==> src/include/touch_pkg.sv <==
// shared constants and types for the touch screen controller front end
package touch_pkg;

	localparam int          CLK_MHZ     = 25;
	localparam int          BIT_NS      = 800;
	// least time per bit decision, rounded up to whole cycles
	localparam int          BIT_CYCLES  = (BIT_NS * CLK_MHZ + 999) / 1000;
	localparam int          RES_BITS    = 12;
	localparam int          SHORT_DROP  = 4;

	// device-type prefix; value is arbitrary
	localparam logic [4:0]  DEF_PREFIX  = 5'h0b;
	localparam logic        ADDR_FIXED  = 1'h0;
	localparam logic        DIR_READ    = 1'h1;

	// command byte layout
	localparam int          CF_HI       = 7;
	localparam int          CF_LO       = 4;
	localparam int          PD1_POS     = 3;
	localparam int          PD0_POS     = 2;
	localparam int          MODE_POS    = 1;
	localparam logic [7:0]  CMD_RESET   = 8'h00;

	localparam logic [3:0]  CF_SLEEP    = 4'h7;
	localparam logic [3:0]  CF_DRV_X    = 4'h8;
	localparam logic [3:0]  CF_DRV_Y    = 4'h9;
	localparam logic [3:0]  CF_DRV_YX   = 4'ha;
	localparam logic [3:0]  CF_MEAS_X   = 4'hc;
	localparam logic [3:0]  CF_MEAS_Y   = 4'hd;
	localparam logic [3:0]  CF_MEAS_Z1  = 4'he;
	localparam logic [3:0]  CF_MEAS_Z2  = 4'hf;

	localparam logic [1:0]  PD_NO_PEN   = 2'h3;
	localparam logic [3:0]  PAD_ZERO    = 4'h0;
	localparam logic [3:0]  BYTE_LAST   = 4'h8;
	localparam logic [3:0]  CF_DONE     = 4'h4;

	typedef enum logic [1:0] {MUX_YP, MUX_XP, MUX_YN, MUX_NONE} mux_sel_t;
	typedef enum logic [2:0] {ST_IDLE, ST_ADDR, ST_ADDR_ACK, ST_CMD, ST_CMD_ACK,
		ST_SKIP, ST_TX, ST_TX_ACK} i2c_st_t;
	typedef enum logic [1:0] {PH_IDLE, PH_ACQ, PH_CONV} phase_t;

endpackage

==> src/rtl/touch_adc_i2c_slave_sequencer.sv <==
// i2c slave front end and command sequencer of a resistive touch controller
//
// Contract
// - address is prefix, then select-pin bit, then fixed zero bit.
// - last address bit: one reads the result, zero writes a command.
// - acknowledge an address only when every field matches.
// - codes 8,9,a switch drivers only; b reserved; 7 selects sleep.
// - codes c-f route one panel input to the converter with drivers.
// - power-down field sets converter and pen state after the command.
// - mode bit zero gives twelve bits, one gives eight; ignore don't-cares.
// - write: address, ack, one command byte, ack, then stop or start.
// - bytes after the first command byte get no acknowledge.
// - channel selected after four config bits; drivers on at acquisition.
// - acquisition from scl fall after last config bit until stop/start.
// - conversion disconnects the mux but keeps position drivers on.
// - read sends upper eight result bits first, msb first.
// - after master ack send lower four bits then four zeros.
// - master nack ends read; ack repeats the byte pair.
// - results are unsigned straight binary.
// - eight-bit mode drops four decisions; one byte holds the result.
// - sleep code opens panel; pen pin floats or drives high by mode; code enters sleep only when pd0 is 0.
// - write address ack disables pen; re-enabled at conversion end unless power-down field is 3; a conversion ending in the ack cycle wins.
`timescale 1ns/100ps
module touch_adc_i2c_slave_sequencer
	import touch_pkg::*;
#(
	parameter logic [4:0] PREFIX = DEF_PREFIX,
	parameter int         TICK   = BIT_CYCLES
) (
	input  wire logic              clk,
	input  wire logic              rst,
	input  wire logic              scl_in,
	input  wire logic              sda_in,
	output logic                   sda_out,
	output logic                   sda_oe,
	input  wire logic              addr_select_pin,
	input  wire logic              pen_touch_detect,
	input  wire logic              cmp_hi,
	output logic                   x_pos_drv,
	output logic                   x_neg_drv,
	output logic                   y_pos_drv,
	output logic                   y_neg_drv,
	output mux_sel_t               mux_sel,
	output logic                   mux_connect,
	output logic [RES_BITS-1:0]    dac_code,
	output logic                   adc_power,
	output logic                   conv_busy,
	output logic                   sleep_mode,
	output logic                   pen_touch_irq_n_out,
	output logic                   pen_touch_irq_n_oe
);

	generate
		if (TICK < 1) begin : g_bad
			$error("touch controller: TICK must be at least one");
		end
	endgenerate

	////////////////////////////////////////////////////////////////////////////
	function automatic logic [3:0] drivers_of(input logic [3:0] c);
		// order is x+, x-, y+, y-
		case (c)
			CF_DRV_X, CF_MEAS_X:               drivers_of = 4'hc;
			CF_DRV_Y, CF_MEAS_Y:               drivers_of = 4'h3;
			CF_DRV_YX, CF_MEAS_Z1, CF_MEAS_Z2: drivers_of = 4'h6;
			default:                           drivers_of = 4'h0;
		endcase
	endfunction

	function automatic mux_sel_t mux_of(input logic [3:0] c);
		case (c)
			CF_MEAS_X:  mux_of = MUX_YP;
			CF_MEAS_Y:  mux_of = MUX_XP;
			CF_MEAS_Z1: mux_of = MUX_XP;
			CF_MEAS_Z2: mux_of = MUX_YN;
			default:    mux_of = MUX_NONE;
		endcase
	endfunction

	function automatic logic is_meas(input logic [3:0] c);
		is_meas = (c[3:2] == 2'h3);
	endfunction

	function automatic logic is_drv_only(input logic [3:0] c);
		is_drv_only = (c == CF_DRV_X) || (c == CF_DRV_Y) || (c == CF_DRV_YX);
	endfunction

	////////////////////////////////////////////////////////////////////////////
	// pin synchronisers: stage one feeds stage two only
	logic [1:0] scl_sy, sda_sy, sel_sy, pen_sy, cmp_sy;
	logic       scl_d, sda_d;

	always_ff @(posedge clk) begin
		if (rst) begin
			scl_sy <= 2'h3;
			sda_sy <= 2'h3;
			sel_sy <= 2'h0;
			pen_sy <= 2'h0;
			cmp_sy <= 2'h0;
			scl_d  <= 1'b1;
			sda_d  <= 1'b1;
		end else begin
			scl_sy <= {scl_sy[0], scl_in};
			sda_sy <= {sda_sy[0], sda_in};
			sel_sy <= {sel_sy[0], addr_select_pin};
			pen_sy <= {pen_sy[0], pen_touch_detect};
			cmp_sy <= {cmp_sy[0], cmp_hi};
			scl_d  <= scl_sy[1];
			sda_d  <= sda_sy[1];
		end
	end

	logic scl_rise, scl_fall, bus_start, bus_stop, bus_end;
	assign scl_rise  = scl_sy[1] && !scl_d;
	assign scl_fall  = !scl_sy[1] && scl_d;
	assign bus_start = scl_sy[1] && scl_d && sda_d && !sda_sy[1];
	assign bus_stop  = scl_sy[1] && scl_d && !sda_d && sda_sy[1];
	assign bus_end   = bus_start || bus_stop;

	////////////////////////////////////////////////////////////////////////////
	// serial engine
	i2c_st_t                state_q;
	logic [3:0]             cnt_q;
	logic [7:0]             sr_q;
	logic [7:0]             tx_q;
	logic                   byte_sel_q;
	logic                   ack_q;
	logic                   cmd_new_q;
	logic [7:0]             cmd_q;
	logic [3:0]             code_q;
	logic [RES_BITS-1:0]    result;
	logic                   addr_match, byte_end, addr_wr_ack, acq_begin;

	assign addr_match  = (sr_q[7:3] == PREFIX) && (sr_q[2] == sel_sy[1])
		&& (sr_q[1] == ADDR_FIXED);
	assign byte_end    = scl_fall && (cnt_q == BYTE_LAST);
	assign addr_wr_ack = (state_q == ST_ADDR) && byte_end && addr_match
		&& (sr_q[0] != DIR_READ);
	assign acq_begin   = (state_q == ST_CMD) && scl_fall && (cnt_q == CF_DONE)
		&& is_meas(code_q);

	function automatic logic [7:0] tx_byte(input logic sel, input logic [11:0] r);
		tx_byte = sel ? {r[3:0], PAD_ZERO} : r[11:4];
	endfunction

	always_ff @(posedge clk) begin
		if (rst) begin
			state_q    <= ST_IDLE;
			cnt_q      <= '0;
			sr_q       <= '0;
			tx_q       <= '0;
			byte_sel_q <= 1'b0;
			ack_q      <= 1'b0;
		end else if (bus_start) begin
			state_q <= ST_ADDR;
			cnt_q   <= '0;
		end else if (bus_stop) begin
			state_q <= ST_IDLE;
		end else begin
			if (scl_rise) begin
				sr_q  <= {sr_q[6:0], sda_sy[1]};
				ack_q <= !sda_sy[1];
			end
			case (state_q)
				ST_ADDR, ST_CMD: begin
					if (scl_rise) begin
						cnt_q <= cnt_q + 4'h1;
					end
					if (byte_end && state_q == ST_ADDR) begin
						state_q <= addr_match ? ST_ADDR_ACK : ST_IDLE;
					end else if (byte_end) begin
						state_q <= ST_CMD_ACK;
					end
				end
				ST_ADDR_ACK: begin
					if (scl_fall) begin
						cnt_q <= '0;
						// ack bit already shifted in on the rise, direction sits one up
						if (sr_q[1] == DIR_READ) begin
							state_q    <= ST_TX;
							byte_sel_q <= 1'b0;
							tx_q       <= tx_byte(1'b0, result);
						end else begin
							state_q <= ST_CMD;
						end
					end
				end
				ST_CMD_ACK: begin
					if (scl_fall) begin
						state_q <= ST_SKIP;
					end
				end
				ST_TX: begin
					if (scl_fall && cnt_q == 4'h7) begin
						state_q <= ST_TX_ACK;
					end else if (scl_fall) begin
						tx_q  <= {tx_q[6:0], 1'b0};
						cnt_q <= cnt_q + 4'h1;
					end
				end
				ST_TX_ACK: begin
					if (scl_fall && ack_q) begin
						state_q    <= ST_TX;
						cnt_q      <= '0;
						byte_sel_q <= !byte_sel_q;
						tx_q       <= tx_byte(!byte_sel_q, result);
					end else if (scl_fall) begin
						state_q <= ST_IDLE;
					end
				end
				default: begin
				end
			endcase
		end
	end

	// command capture; code is known after four bits
	always_ff @(posedge clk) begin
		if (rst) begin
			cmd_q     <= CMD_RESET;
			code_q    <= CMD_RESET[CF_HI:CF_LO];
			cmd_new_q <= 1'b0;
			mux_sel   <= MUX_NONE;
		end else begin
			if (state_q == ST_CMD && scl_rise && cnt_q == 4'h3) begin
				code_q  <= {sr_q[2:0], sda_sy[1]};
				mux_sel <= mux_of({sr_q[2:0], sda_sy[1]});
			end
			if (state_q == ST_CMD && byte_end) begin
				cmd_q     <= sr_q;
				cmd_new_q <= 1'b1;
			end else if (bus_end) begin
				cmd_new_q <= 1'b0;
			end
		end
	end

	// open-drain data pin, registered
	always_ff @(posedge clk) begin
		if (rst) begin
			sda_oe <= 1'b0;
		end else begin
			sda_oe <= (state_q == ST_ADDR_ACK) || (state_q == ST_CMD_ACK)
				|| (state_q == ST_TX && !tx_q[7]);
		end
	end
	assign sda_out = 1'b0;

	////////////////////////////////////////////////////////////////////////////
	// acquisition, conversion and power state
	phase_t     phase_q;
	logic [3:0] drv_q;
	logic       pen_en_q, forced_low_q, sleep_m_q, sar_start, sar_done;
	logic       pd0, mode_short;

	assign pd0        = cmd_q[PD0_POS];
	assign mode_short = cmd_q[MODE_POS];
	assign sar_start  = (phase_q == PH_ACQ) && bus_end;

	always_ff @(posedge clk) begin
		if (rst) begin
			phase_q      <= PH_IDLE;
			drv_q        <= '0;
			pen_en_q     <= 1'b1;
			forced_low_q <= 1'b0;
			adc_power    <= 1'b0;
			sleep_mode   <= 1'b0;
			sleep_m_q    <= 1'b0;
		end else begin
			if (addr_wr_ack) begin
				pen_en_q <= 1'b0;
			end
			if (acq_begin) begin
				phase_q <= PH_ACQ;
				drv_q   <= drivers_of(code_q);
			end else if (sar_start) begin
				phase_q   <= PH_CONV;
				adc_power <= 1'b1;
			end else if (sar_done) begin
				phase_q   <= PH_IDLE;
				adc_power <= pd0;
				pen_en_q  <= (cmd_q[PD1_POS:PD0_POS] != PD_NO_PEN);
				if (!pd0) begin
					drv_q <= '0;
				end
			end else if (bus_end && cmd_new_q && !is_meas(code_q)) begin
				drv_q        <= drivers_of(code_q);
				forced_low_q <= is_drv_only(code_q);
				sleep_mode   <= (code_q == CF_SLEEP) && !pd0;
				sleep_m_q    <= mode_short;
				adc_power    <= pd0;
				pen_en_q     <= (cmd_q[PD1_POS:PD0_POS] != PD_NO_PEN);
			end
			if (acq_begin) begin
				forced_low_q <= 1'b0;
				sleep_mode   <= 1'b0;
			end
		end
	end

	assign {x_pos_drv, x_neg_drv, y_pos_drv, y_neg_drv} = drv_q;
	assign mux_connect = (phase_q == PH_ACQ);

	sar_sequencer #(
		.BITS       (RES_BITS),
		.DROP       (SHORT_DROP),
		.TICK       (TICK)
	) u_sar (
		.clk        (clk),
		.rst        (rst),
		.start      (sar_start),
		.short_mode (mode_short),
		.cmp_hi     (cmp_sy[1]),
		.dac_code   (dac_code),
		.busy       (conv_busy),
		.done       (sar_done),
		.result     (result)
	);

	// pen pin: sleep, forced low, live touch, or parked high
	always_ff @(posedge clk) begin
		if (rst) begin
			pen_touch_irq_n_out <= 1'b1;
			pen_touch_irq_n_oe  <= 1'b1;
		end else if (sleep_mode) begin
			pen_touch_irq_n_out <= 1'b1;
			pen_touch_irq_n_oe  <= !sleep_m_q;
		end else if (forced_low_q) begin
			pen_touch_irq_n_out <= 1'b0;
			pen_touch_irq_n_oe  <= 1'b1;
		end else begin
			pen_touch_irq_n_out <= !(pen_en_q && pen_sy[1] && phase_q == PH_IDLE);
			pen_touch_irq_n_oe  <= 1'b1;
		end
	end
endmodule

==> src/rtl/sar_sequencer.sv <==
// successive-approximation bit sequencer with result holding register
`timescale 1ns/100ps
module sar_sequencer
	import touch_pkg::*;
#(
	parameter int BITS = RES_BITS,
	parameter int DROP = SHORT_DROP,
	parameter int TICK = BIT_CYCLES
) (
	input  wire logic            clk,
	input  wire logic            rst,
	input  wire logic            start,
	input  wire logic            short_mode,
	input  wire logic            cmp_hi,
	output logic [BITS-1:0]      dac_code,
	output logic                 busy,
	output logic                 done,
	output logic [BITS-1:0]      result
);

	localparam int TW = $clog2(TICK + 1);
	localparam int IW = $clog2(BITS);

	generate
		if (TICK < 1 || DROP >= BITS || BITS < 2) begin : g_bad
			$error("sar_sequencer: unusable parameters");
		end
	endgenerate

	logic [TW-1:0]   tick_q;
	logic [IW-1:0]   idx_q;
	logic [BITS-1:0] trial_q;
	logic [IW-1:0]   last_idx;
	logic            tick;

	// short mode stops four decisions early, low bits stay zero
	assign last_idx = short_mode ? IW'(DROP) : '0;
	assign tick     = busy && (tick_q == TW'(TICK - 1));
	assign dac_code = trial_q;

	always_ff @(posedge clk) begin
		if (rst || !busy || tick) begin
			tick_q <= '0;
		end else begin
			tick_q <= tick_q + TW'(1);
		end
	end

	always_ff @(posedge clk) begin
		if (rst) begin
			busy    <= 1'b0;
			done    <= 1'b0;
			idx_q   <= '0;
			trial_q <= '0;
		end else begin
			done <= 1'b0;
			if (start) begin
				busy    <= 1'b1;
				idx_q   <= IW'(BITS - 1);
				trial_q <= {1'b1, {(BITS-1){1'b0}}};
			end else if (tick) begin
				// keep the trial bit when the input sits above it
				trial_q[idx_q] <= cmp_hi;
				if (idx_q == last_idx) begin
					busy <= 1'b0;
					done <= 1'b1;
				end else begin
					idx_q              <= idx_q - IW'(1);
					trial_q[idx_q-IW'(1)] <= 1'b1;
				end
			end
		end
	end

	// holding register changes only once a conversion is complete
	always_ff @(posedge clk) begin
		if (rst) begin
			result <= '0;
		end else if (done) begin
			result <= trial_q;
		end
	end

endmodule

==> config.mk <==
export PLATFORM = sky130hd
export DESIGN_NAME = touch_adc_i2c_slave_sequencer
export DESIGN_NICKNAME = d
export VERILOG_FILES = /design/src/include/touch_pkg.sv /design/src/rtl/touch_adc_i2c_slave_sequencer.sv /design/src/rtl/sar_sequencer.sv
export SDC_FILE = /design/constraint.sdc
export NUM_CORES = 1
export LEC_CHECK = 0
export ABC_AREA = 1
export BUFFER_PORTS_ARGS = -buffer_cell sky130_fd_sc_hd__buf_2
export CORE_ASPECT_RATIO = 1.75
export CORE_MARGIN = 3
export CORE_UTILIZATION = 60
export DETAILED_ROUTE_END_ITERATION = 7
export HOLD_SLACK_MARGIN = 0.06
export MAX_ROUTING_LAYER = met4
export PLACE_DENSITY = 0.86
export RECOVER_POWER = 100
export SYNTH_ARGS = -nofsm -noshare
export SYNTH_HDL_FRONTEND = slang
export SYNTH_SLANG_ARGS = --single-unit
==> constraint.sdc <==
create_clock -name clk -period 2.1 [get_ports clk]
set_clock_uncertainty 0.15 [all_clocks]
set_input_delay 0.105 -clock clk [delete_from_list [all_inputs] [get_ports clk]]
set_output_delay 0.105 -clock clk [all_outputs]
set_load 0.02 [all_outputs]
Word-level counts from Yosys, hierarchy flattened

Cells that the tools add are included.

Mux-type cells: 66
Equality and inequality tests: 47
Bitwise logic cells: 11
Divide/modulo/power cells: 0
$add $sub $neg: 3
Multipliers: 0
Magnitude comparators: 4
Reductions and logical operators: 87
Shift operators: 0

Operators with widths:

| kind               | number |
|---|---|
| $mux 4             | 13 |
| $eq 4x4->1 const B | 12 |
| $mux 8             | 6 |
| $mux 12            | 3 |
| $logic_and 1x1->1  | 31 |
| $mux 3             | 9 |
| $pmux 8 s3         | 1 |
| $mux 1             | 23 |
| $ne 2x2->1 const B | 11 |
| $reduce_and 6->1   | 3 |
| $reduce_or 2->1    | 9 |
| $pmux 4 s4         | 1 |
| $pmux 3 s5         | 1 |
| $bwmux 12          | 1 |
| $eq 4x3->1 const B | 3 |
| $ne 4x4->1 const B | 3 |
| $or 12x12->12      | 1 |
| $pmux 4 s3         | 1 |
| $reduce_bool 3->1  | 4 |
| $logic_not 1->1    | 11 |
| $lt 4x5->1 const B | 2 |
| $ne 5x5->1 const B | 2 |
| $not 1->1          | 10 |
| $reduce_bool 2->1  | 5 |
| other kinds (30)   | 52 |

Register bits: 97
Bits in read-only memories: 0
Latch bits: 0
Word-level logic and storage cells: 255
RAM bits: 0
Memories: 0
Output and inout port bits: 26
Input port bits: 7

Depth between registers and ports, before layout

Word-level depth: 11
Depth in mapped cells: 11
Mapped depth without buffers: 10

Cells and area by module

A second synthesis with hierarchy kept.

Cells, all modules: 687
Area, all modules: 4,605.7 um^2

By module, submodules not included:

| module                        | area an instance (um^2) | times used | cells each | seq. area each (um^2) |
|---|---|---|---|---|
| touch_adc_i2c_slave_sequencer | 2,927.8                 | 1          | 443        | 1,221.2 |
| sar_sequencer                 | 1,677.9                 | 1          | 244        | 700.7 |

Worst setup path after synthesis

OpenSTA, ideal clock, no wires.

Path kind: reg2reg
From: reg u_sar.tick_q[0]
To: reg u_sar.trial_q[2], in the netlist u_sar.dac_code[2]
Period minus slack after synthesis: 1.609 ns
Stages on the path, launching flop included: 8
Setup time: 0.120 ns
Path slack: 0.491 ns
Data arrival time: 1.339 ns
Path buffers: 1
Required time: 1.830 ns
Cells stage by stage: dfxtp_1 > ha_1 > nand3_1 > nor2_2 > buf_2 > nand3_1 > a21oi_1 > a21oi_1

Longest elaborated chain between the ends: 2

Ends and longest elaborated chain:

| element                        | line                | text |
|---|---|---|
| start: declaration             | sar_sequencer.sv:30 | `logic [TW-1:0] tick_q;` |
| start signal: assignment       | sar_sequencer.sv:45 | `tick_q <= tick_q + TW'(1);` |
| $eq 5x5->1                     | sar_sequencer.sv:38 | `assign tick = busy && (tick_q == TW'(TICK - 1));` |
| $logic_and 1x1->1              | sar_sequencer.sv:38 |  |
| end signal: assignment         | sar_sequencer.sv:60 | `trial_q <= {1'b1, {(BITS-1){1'b0}}};` |
| end signal: indexed assignment | sar_sequencer.sv:63 | `trial_q[idx_q] <= cmp_hi;` |
| end: declaration               | sar_sequencer.sv:32 | `logic [BITS-1:0] trial_q;` |

No other way between the ends.
A chain may end at the register's enable or synchronous reset.

Worst setup path in the final report

From: reg state_q[1]
To: reg cnt_q[0]

Longest elaborated chain between the ends: 4
Elaborated cells on any way between the ends: 14
Those cells by class: eq/ne: 10; mux: 1; reduce/logical: 3

Ends and longest elaborated chain:

| element                                                                 | line                                 | text |
|---|---|---|
| start: declaration                                                      | touch_adc_i2c_slave_sequencer.sv:122 | `i2c_st_t state_q;` |
| start signal: assignment                                                | touch_adc_i2c_slave_sequencer.sv:170 | `state_q <= addr_match ? ST_ADDR_ACK : ST_IDLE;` |
| $eq 3x1->1 / $eq 3x2->1 (equally long branches)                         | touch_adc_i2c_slave_sequencer.sv:164 | `case (state_q)` |
| $reduce_or 2->1                                                         | touch_adc_i2c_slave_sequencer.sv:164 |  |
| $reduce_bool 4->1 (no source line) / $ne 2x2->1 (equally long branches) | n/a                                  |  |
| $reduce_and 7->1 (no source line)                                       | n/a                                  |  |
| end signal: assignment                                                  | touch_adc_i2c_slave_sequencer.sv:167 | `cnt_q <= cnt_q + 4'h1;` |
| end signal: assignment                                                  | touch_adc_i2c_slave_sequencer.sv:198 | `cnt_q <= cnt_q + 4'h1;` |
| end: declaration                                                        | touch_adc_i2c_slave_sequencer.sv:123 | `logic [3:0] cnt_q;` |

Several ways; a longest one is shown, not always the timed one.

==> results by group <==
Floorplan
  – Die area: 8480 µm²
  – DIE HEIGHT: 119.6 µm
  – DIE WIDTH: 70.91 µm
  – Row Count: 40
  – Core box area: 7007 µm²
  – Number of top-level pins: 33
  – Initial core utilization: 63.14%

Timing
  – RSZ-0062 raised after global routing: no
  – Max Slew Vio Count: 0
  – Fin crit period: 1.922 ns
  – Max Freq: approximately 520 MHz
  – Setup Viol. Count Final: 0
  – Setup TNS: 0 ns
  – Tightest Pin Transition: 0.6389 ns
  – Post-route clock period utilization: 91.52%
  – Slew margin rel.: 57.41%
  – Final Hold Viols: 0

Synth
  – Post-synth top cells: nand2_1 (134), nor2_1 (121), dfxtp_1 (96), inv_1 (67), o21ai_0 (52)
  – Register area share after synthesis: 43.44%
  – FF+latch count, synth: 96
  – Synth Cell Area: 4424 µm²
  – Post-synthesis cell count: 641
  – Most numerous cell in the Yosys netlist: nand2_1
  – Post-Syn Nets: around 650
  – Area contributors post-synth: dfxtp_1 (43%), nand2_1 (11%), nor2_1 (10%)
  – Asr flop ratio synth: 0%
  – Unique cell type count in the Yosys netlist: 35
  – EDFF count, synth: 0
  – Post-synth top area cell: dfxtp_1
  – Ys Warns: 0
  – Primary FF master, synth: dfxtp_1
  – Top cell type's share of synthesized area: 43.44%
  – Syn Area/Cell: 6.902 µm²

Clocking
  – CTS clk-pin slew, worst paths: ~0.07 ns
  – Clock buffer depth: 2
  – TritonCTS Buffers: 9
  – CTS tree: yes
  – Root Buffer Master: clkbuf_16
  – H-tree Lvls: 3
  – Clock latency on the worst-skew pair: 0.35 ns
  – Setup repair bufs after CTS: 0
  – Cts repair resizes: 0
  – Clk sinks: 96

Worst setup path
  – Required @ worst endpoint: around 2.2 ns
  – Worst Setup EP: cnt_q[0]$_SDFFE_PP0P_
  – Crit path kind: reg2reg
  – Max FO, Critical Path: 7
  – Crit Reg-Reg Startpoint: state_q[1]$_SDFFE_PP0P_
  – Path depth of the worst reg2reg path: 7
  – Worst Path Arrival: 2.01 ns
  – FF-to-FF setup slack: approximately 0.18 ns
  – Critical path launch point: state_q[1]$_SDFFE_PP0P_
  – Critical path launch point type: register
  – Crit end category: register
  – FF-to-FF End: cnt_q[0]$_SDFFE_PP0P_

Finish
  – Layout cells sized above 1: between 8 and 9%
  – N_diodes: 0
  – Area Overhead vs Synth: 13.91%
  – # nets final: about 690
  – Final core occ: a little under three quarters

Global route
  – Total global-route track usage: 27.92%
  – Initial antenna violation count: 0
  – Number of global-route vias before repair: 4110
  – First-pass GRT wire length: 18550 µm
  – Largest net degree at the start of global routing: 36
  – Gr ovfl total: 0

Job
  – Max Cap Viol: 0

Drt
  – Post-DRT Antenna Nets: 0
  – Via density: 5.512
  – Via count: 4261
  – Routed wire per std cell: 14.17 µm
  – First-pass detailed-route iteration total: 7
  – Final WL: 10950 µm
  – Drt drc: 0
  – DR iter-0 viols: 338

Worst hold path
  – Hold Path Origin: sel_sy[0]$_SDFF_PP0_
  – Hold WC Path Type: reg2reg

Placed design
  – Gpl congestion: 0.9466
  – HPWL after DPL: 7902 µm
  – IO buf count: 31

Power and ir drop
  – PwrDens: 897.6 nW/µm²
  – Peak supply drop: 0.5975 mV
  – Leakage power: 2.329 nW

Run status
  – Status: finished clean
## registers in the layout, indices dropped and copies added (netlist names), 2 cells and up
signal	cells
u_sar.dac_code	12
u_sar.result	12
sr_q	8
tx_q	8
u_sar.tick_q	5
cnt_q	4
code_q	4
drv_q	4
u_sar.idx_q	4
cmd_q	3
state_q	3
cmp_sy	2
mux_sel	2
pen_sy	2
phase_q	2
scl_sy	2
sda_sy	2
sel_sy	2
## through the flow
stage / hold WS, ns / area [µm²] / std cells / worst slack (ns) / power, mW
CTS: 0.2523 / 5096 / 773 / 0.1916 / 4.551
finish: 0.2511 / 5040 / 773 / 0.1780 / 4.524
detailed placement: 0.1409 / 4674 / 748 / 0.2513 / 2.766
global route: 0.2713 / 5040 / 773 / 0.03492 / 4.715
global placement: 0.1395 / 4674 / 748 / 0.3047 / 2.741
floorplan: 0.05881 / 4424 / 641 / 0.4915 / 2.616
## per-layer routing
layer / track usage (%) / vias up / share of wire [%]
li1: - / 2132 / -
met5: - / - / 0
met1: 29.44 / 1959 / 38
met4: 13.65 / 0 / 3.7
met3: 5.029 / 38 / 4.6
met2: 49.19 / 132 / 53
## layout make-up
| type | count | area [µm²] |
|---|---|---|
| Multi-Input combinational cell | 452 | 2125 |
| Fill cell | 592 | 1967 |
| Sequential cell | 96 | 1922 |
| Timing Repair Buffer | 51 | 279.0 |
| Inverter | 74 | 277.8 |
| Clock buffer | 10 | 239.0 |
| Tap cell | 84 | 105.1 |
| Clock inverter | 6 | 92.59 |
## where the power goes
part | total, mW | internal [mW] | switching, mW
clock network | 1.78 | 1.08 | 0.705
registers | 2.02 | 1.92 | 0.0966
logic | 0.723 | 0.243 | 0.480
total | 4.52 | 3.24 | 1.28
## kinds of logic (layout without fill, tap and decap cells)
logic type      after synthesis  after routing  share of synthesized area (%)
simple gates                341            341                          34.28
compound gates              106            106                          12.78
flops                        96             96                          43.44
buf+inv                      93            141                          8.371
xor+xnor                      1              1                         0.1980
other cells                   1              1                        0.08476
fa+ha+maj                     3              3                         0.8485
## worst max-delay path, stage by stage, from the launching register on
cell     delay, ns
dfxtp_1       0.50
nand2_4       0.16
nand2_1       0.26
o21ai_0       0.20
nor2_2        0.27
inv_1         0.09
nor2_1        0.11
nor2_1        0.06
## cells in the final DEF (no fill, tap or decap), types with 29 or more instances in the layout
master	n
nand2_1	135
nor2_1	121
dfxtp_1	96
inv_1	69
o21ai_0	54
nand3_1	42
a21oi_1	38
clkbuf_1	29
## worst min-delay path by stage
stage,endpoint,cells after the start
after floorplan,scl_sy[0]$_SDFF_PP1_,1
after global routing,sda_sy[1]$_SDFF_PP1_,1
after CTS,sel_sy[1]$_SDFF_PP0_,2
after detailed placement,scl_sy[0]$_SDFF_PP1_,2
after global placement,sda_sy[0]$_SDFF_PP1_,2
final,sel_sy[1]$_SDFF_PP0_,2
## timing repair
item | in CTS | in global routing
hold endpoints to repair | 14 | 0
endpoints found under the setup margin | 0 | 0
hold buffers | 9 | 0
Power figures use the tool's default switching activity.
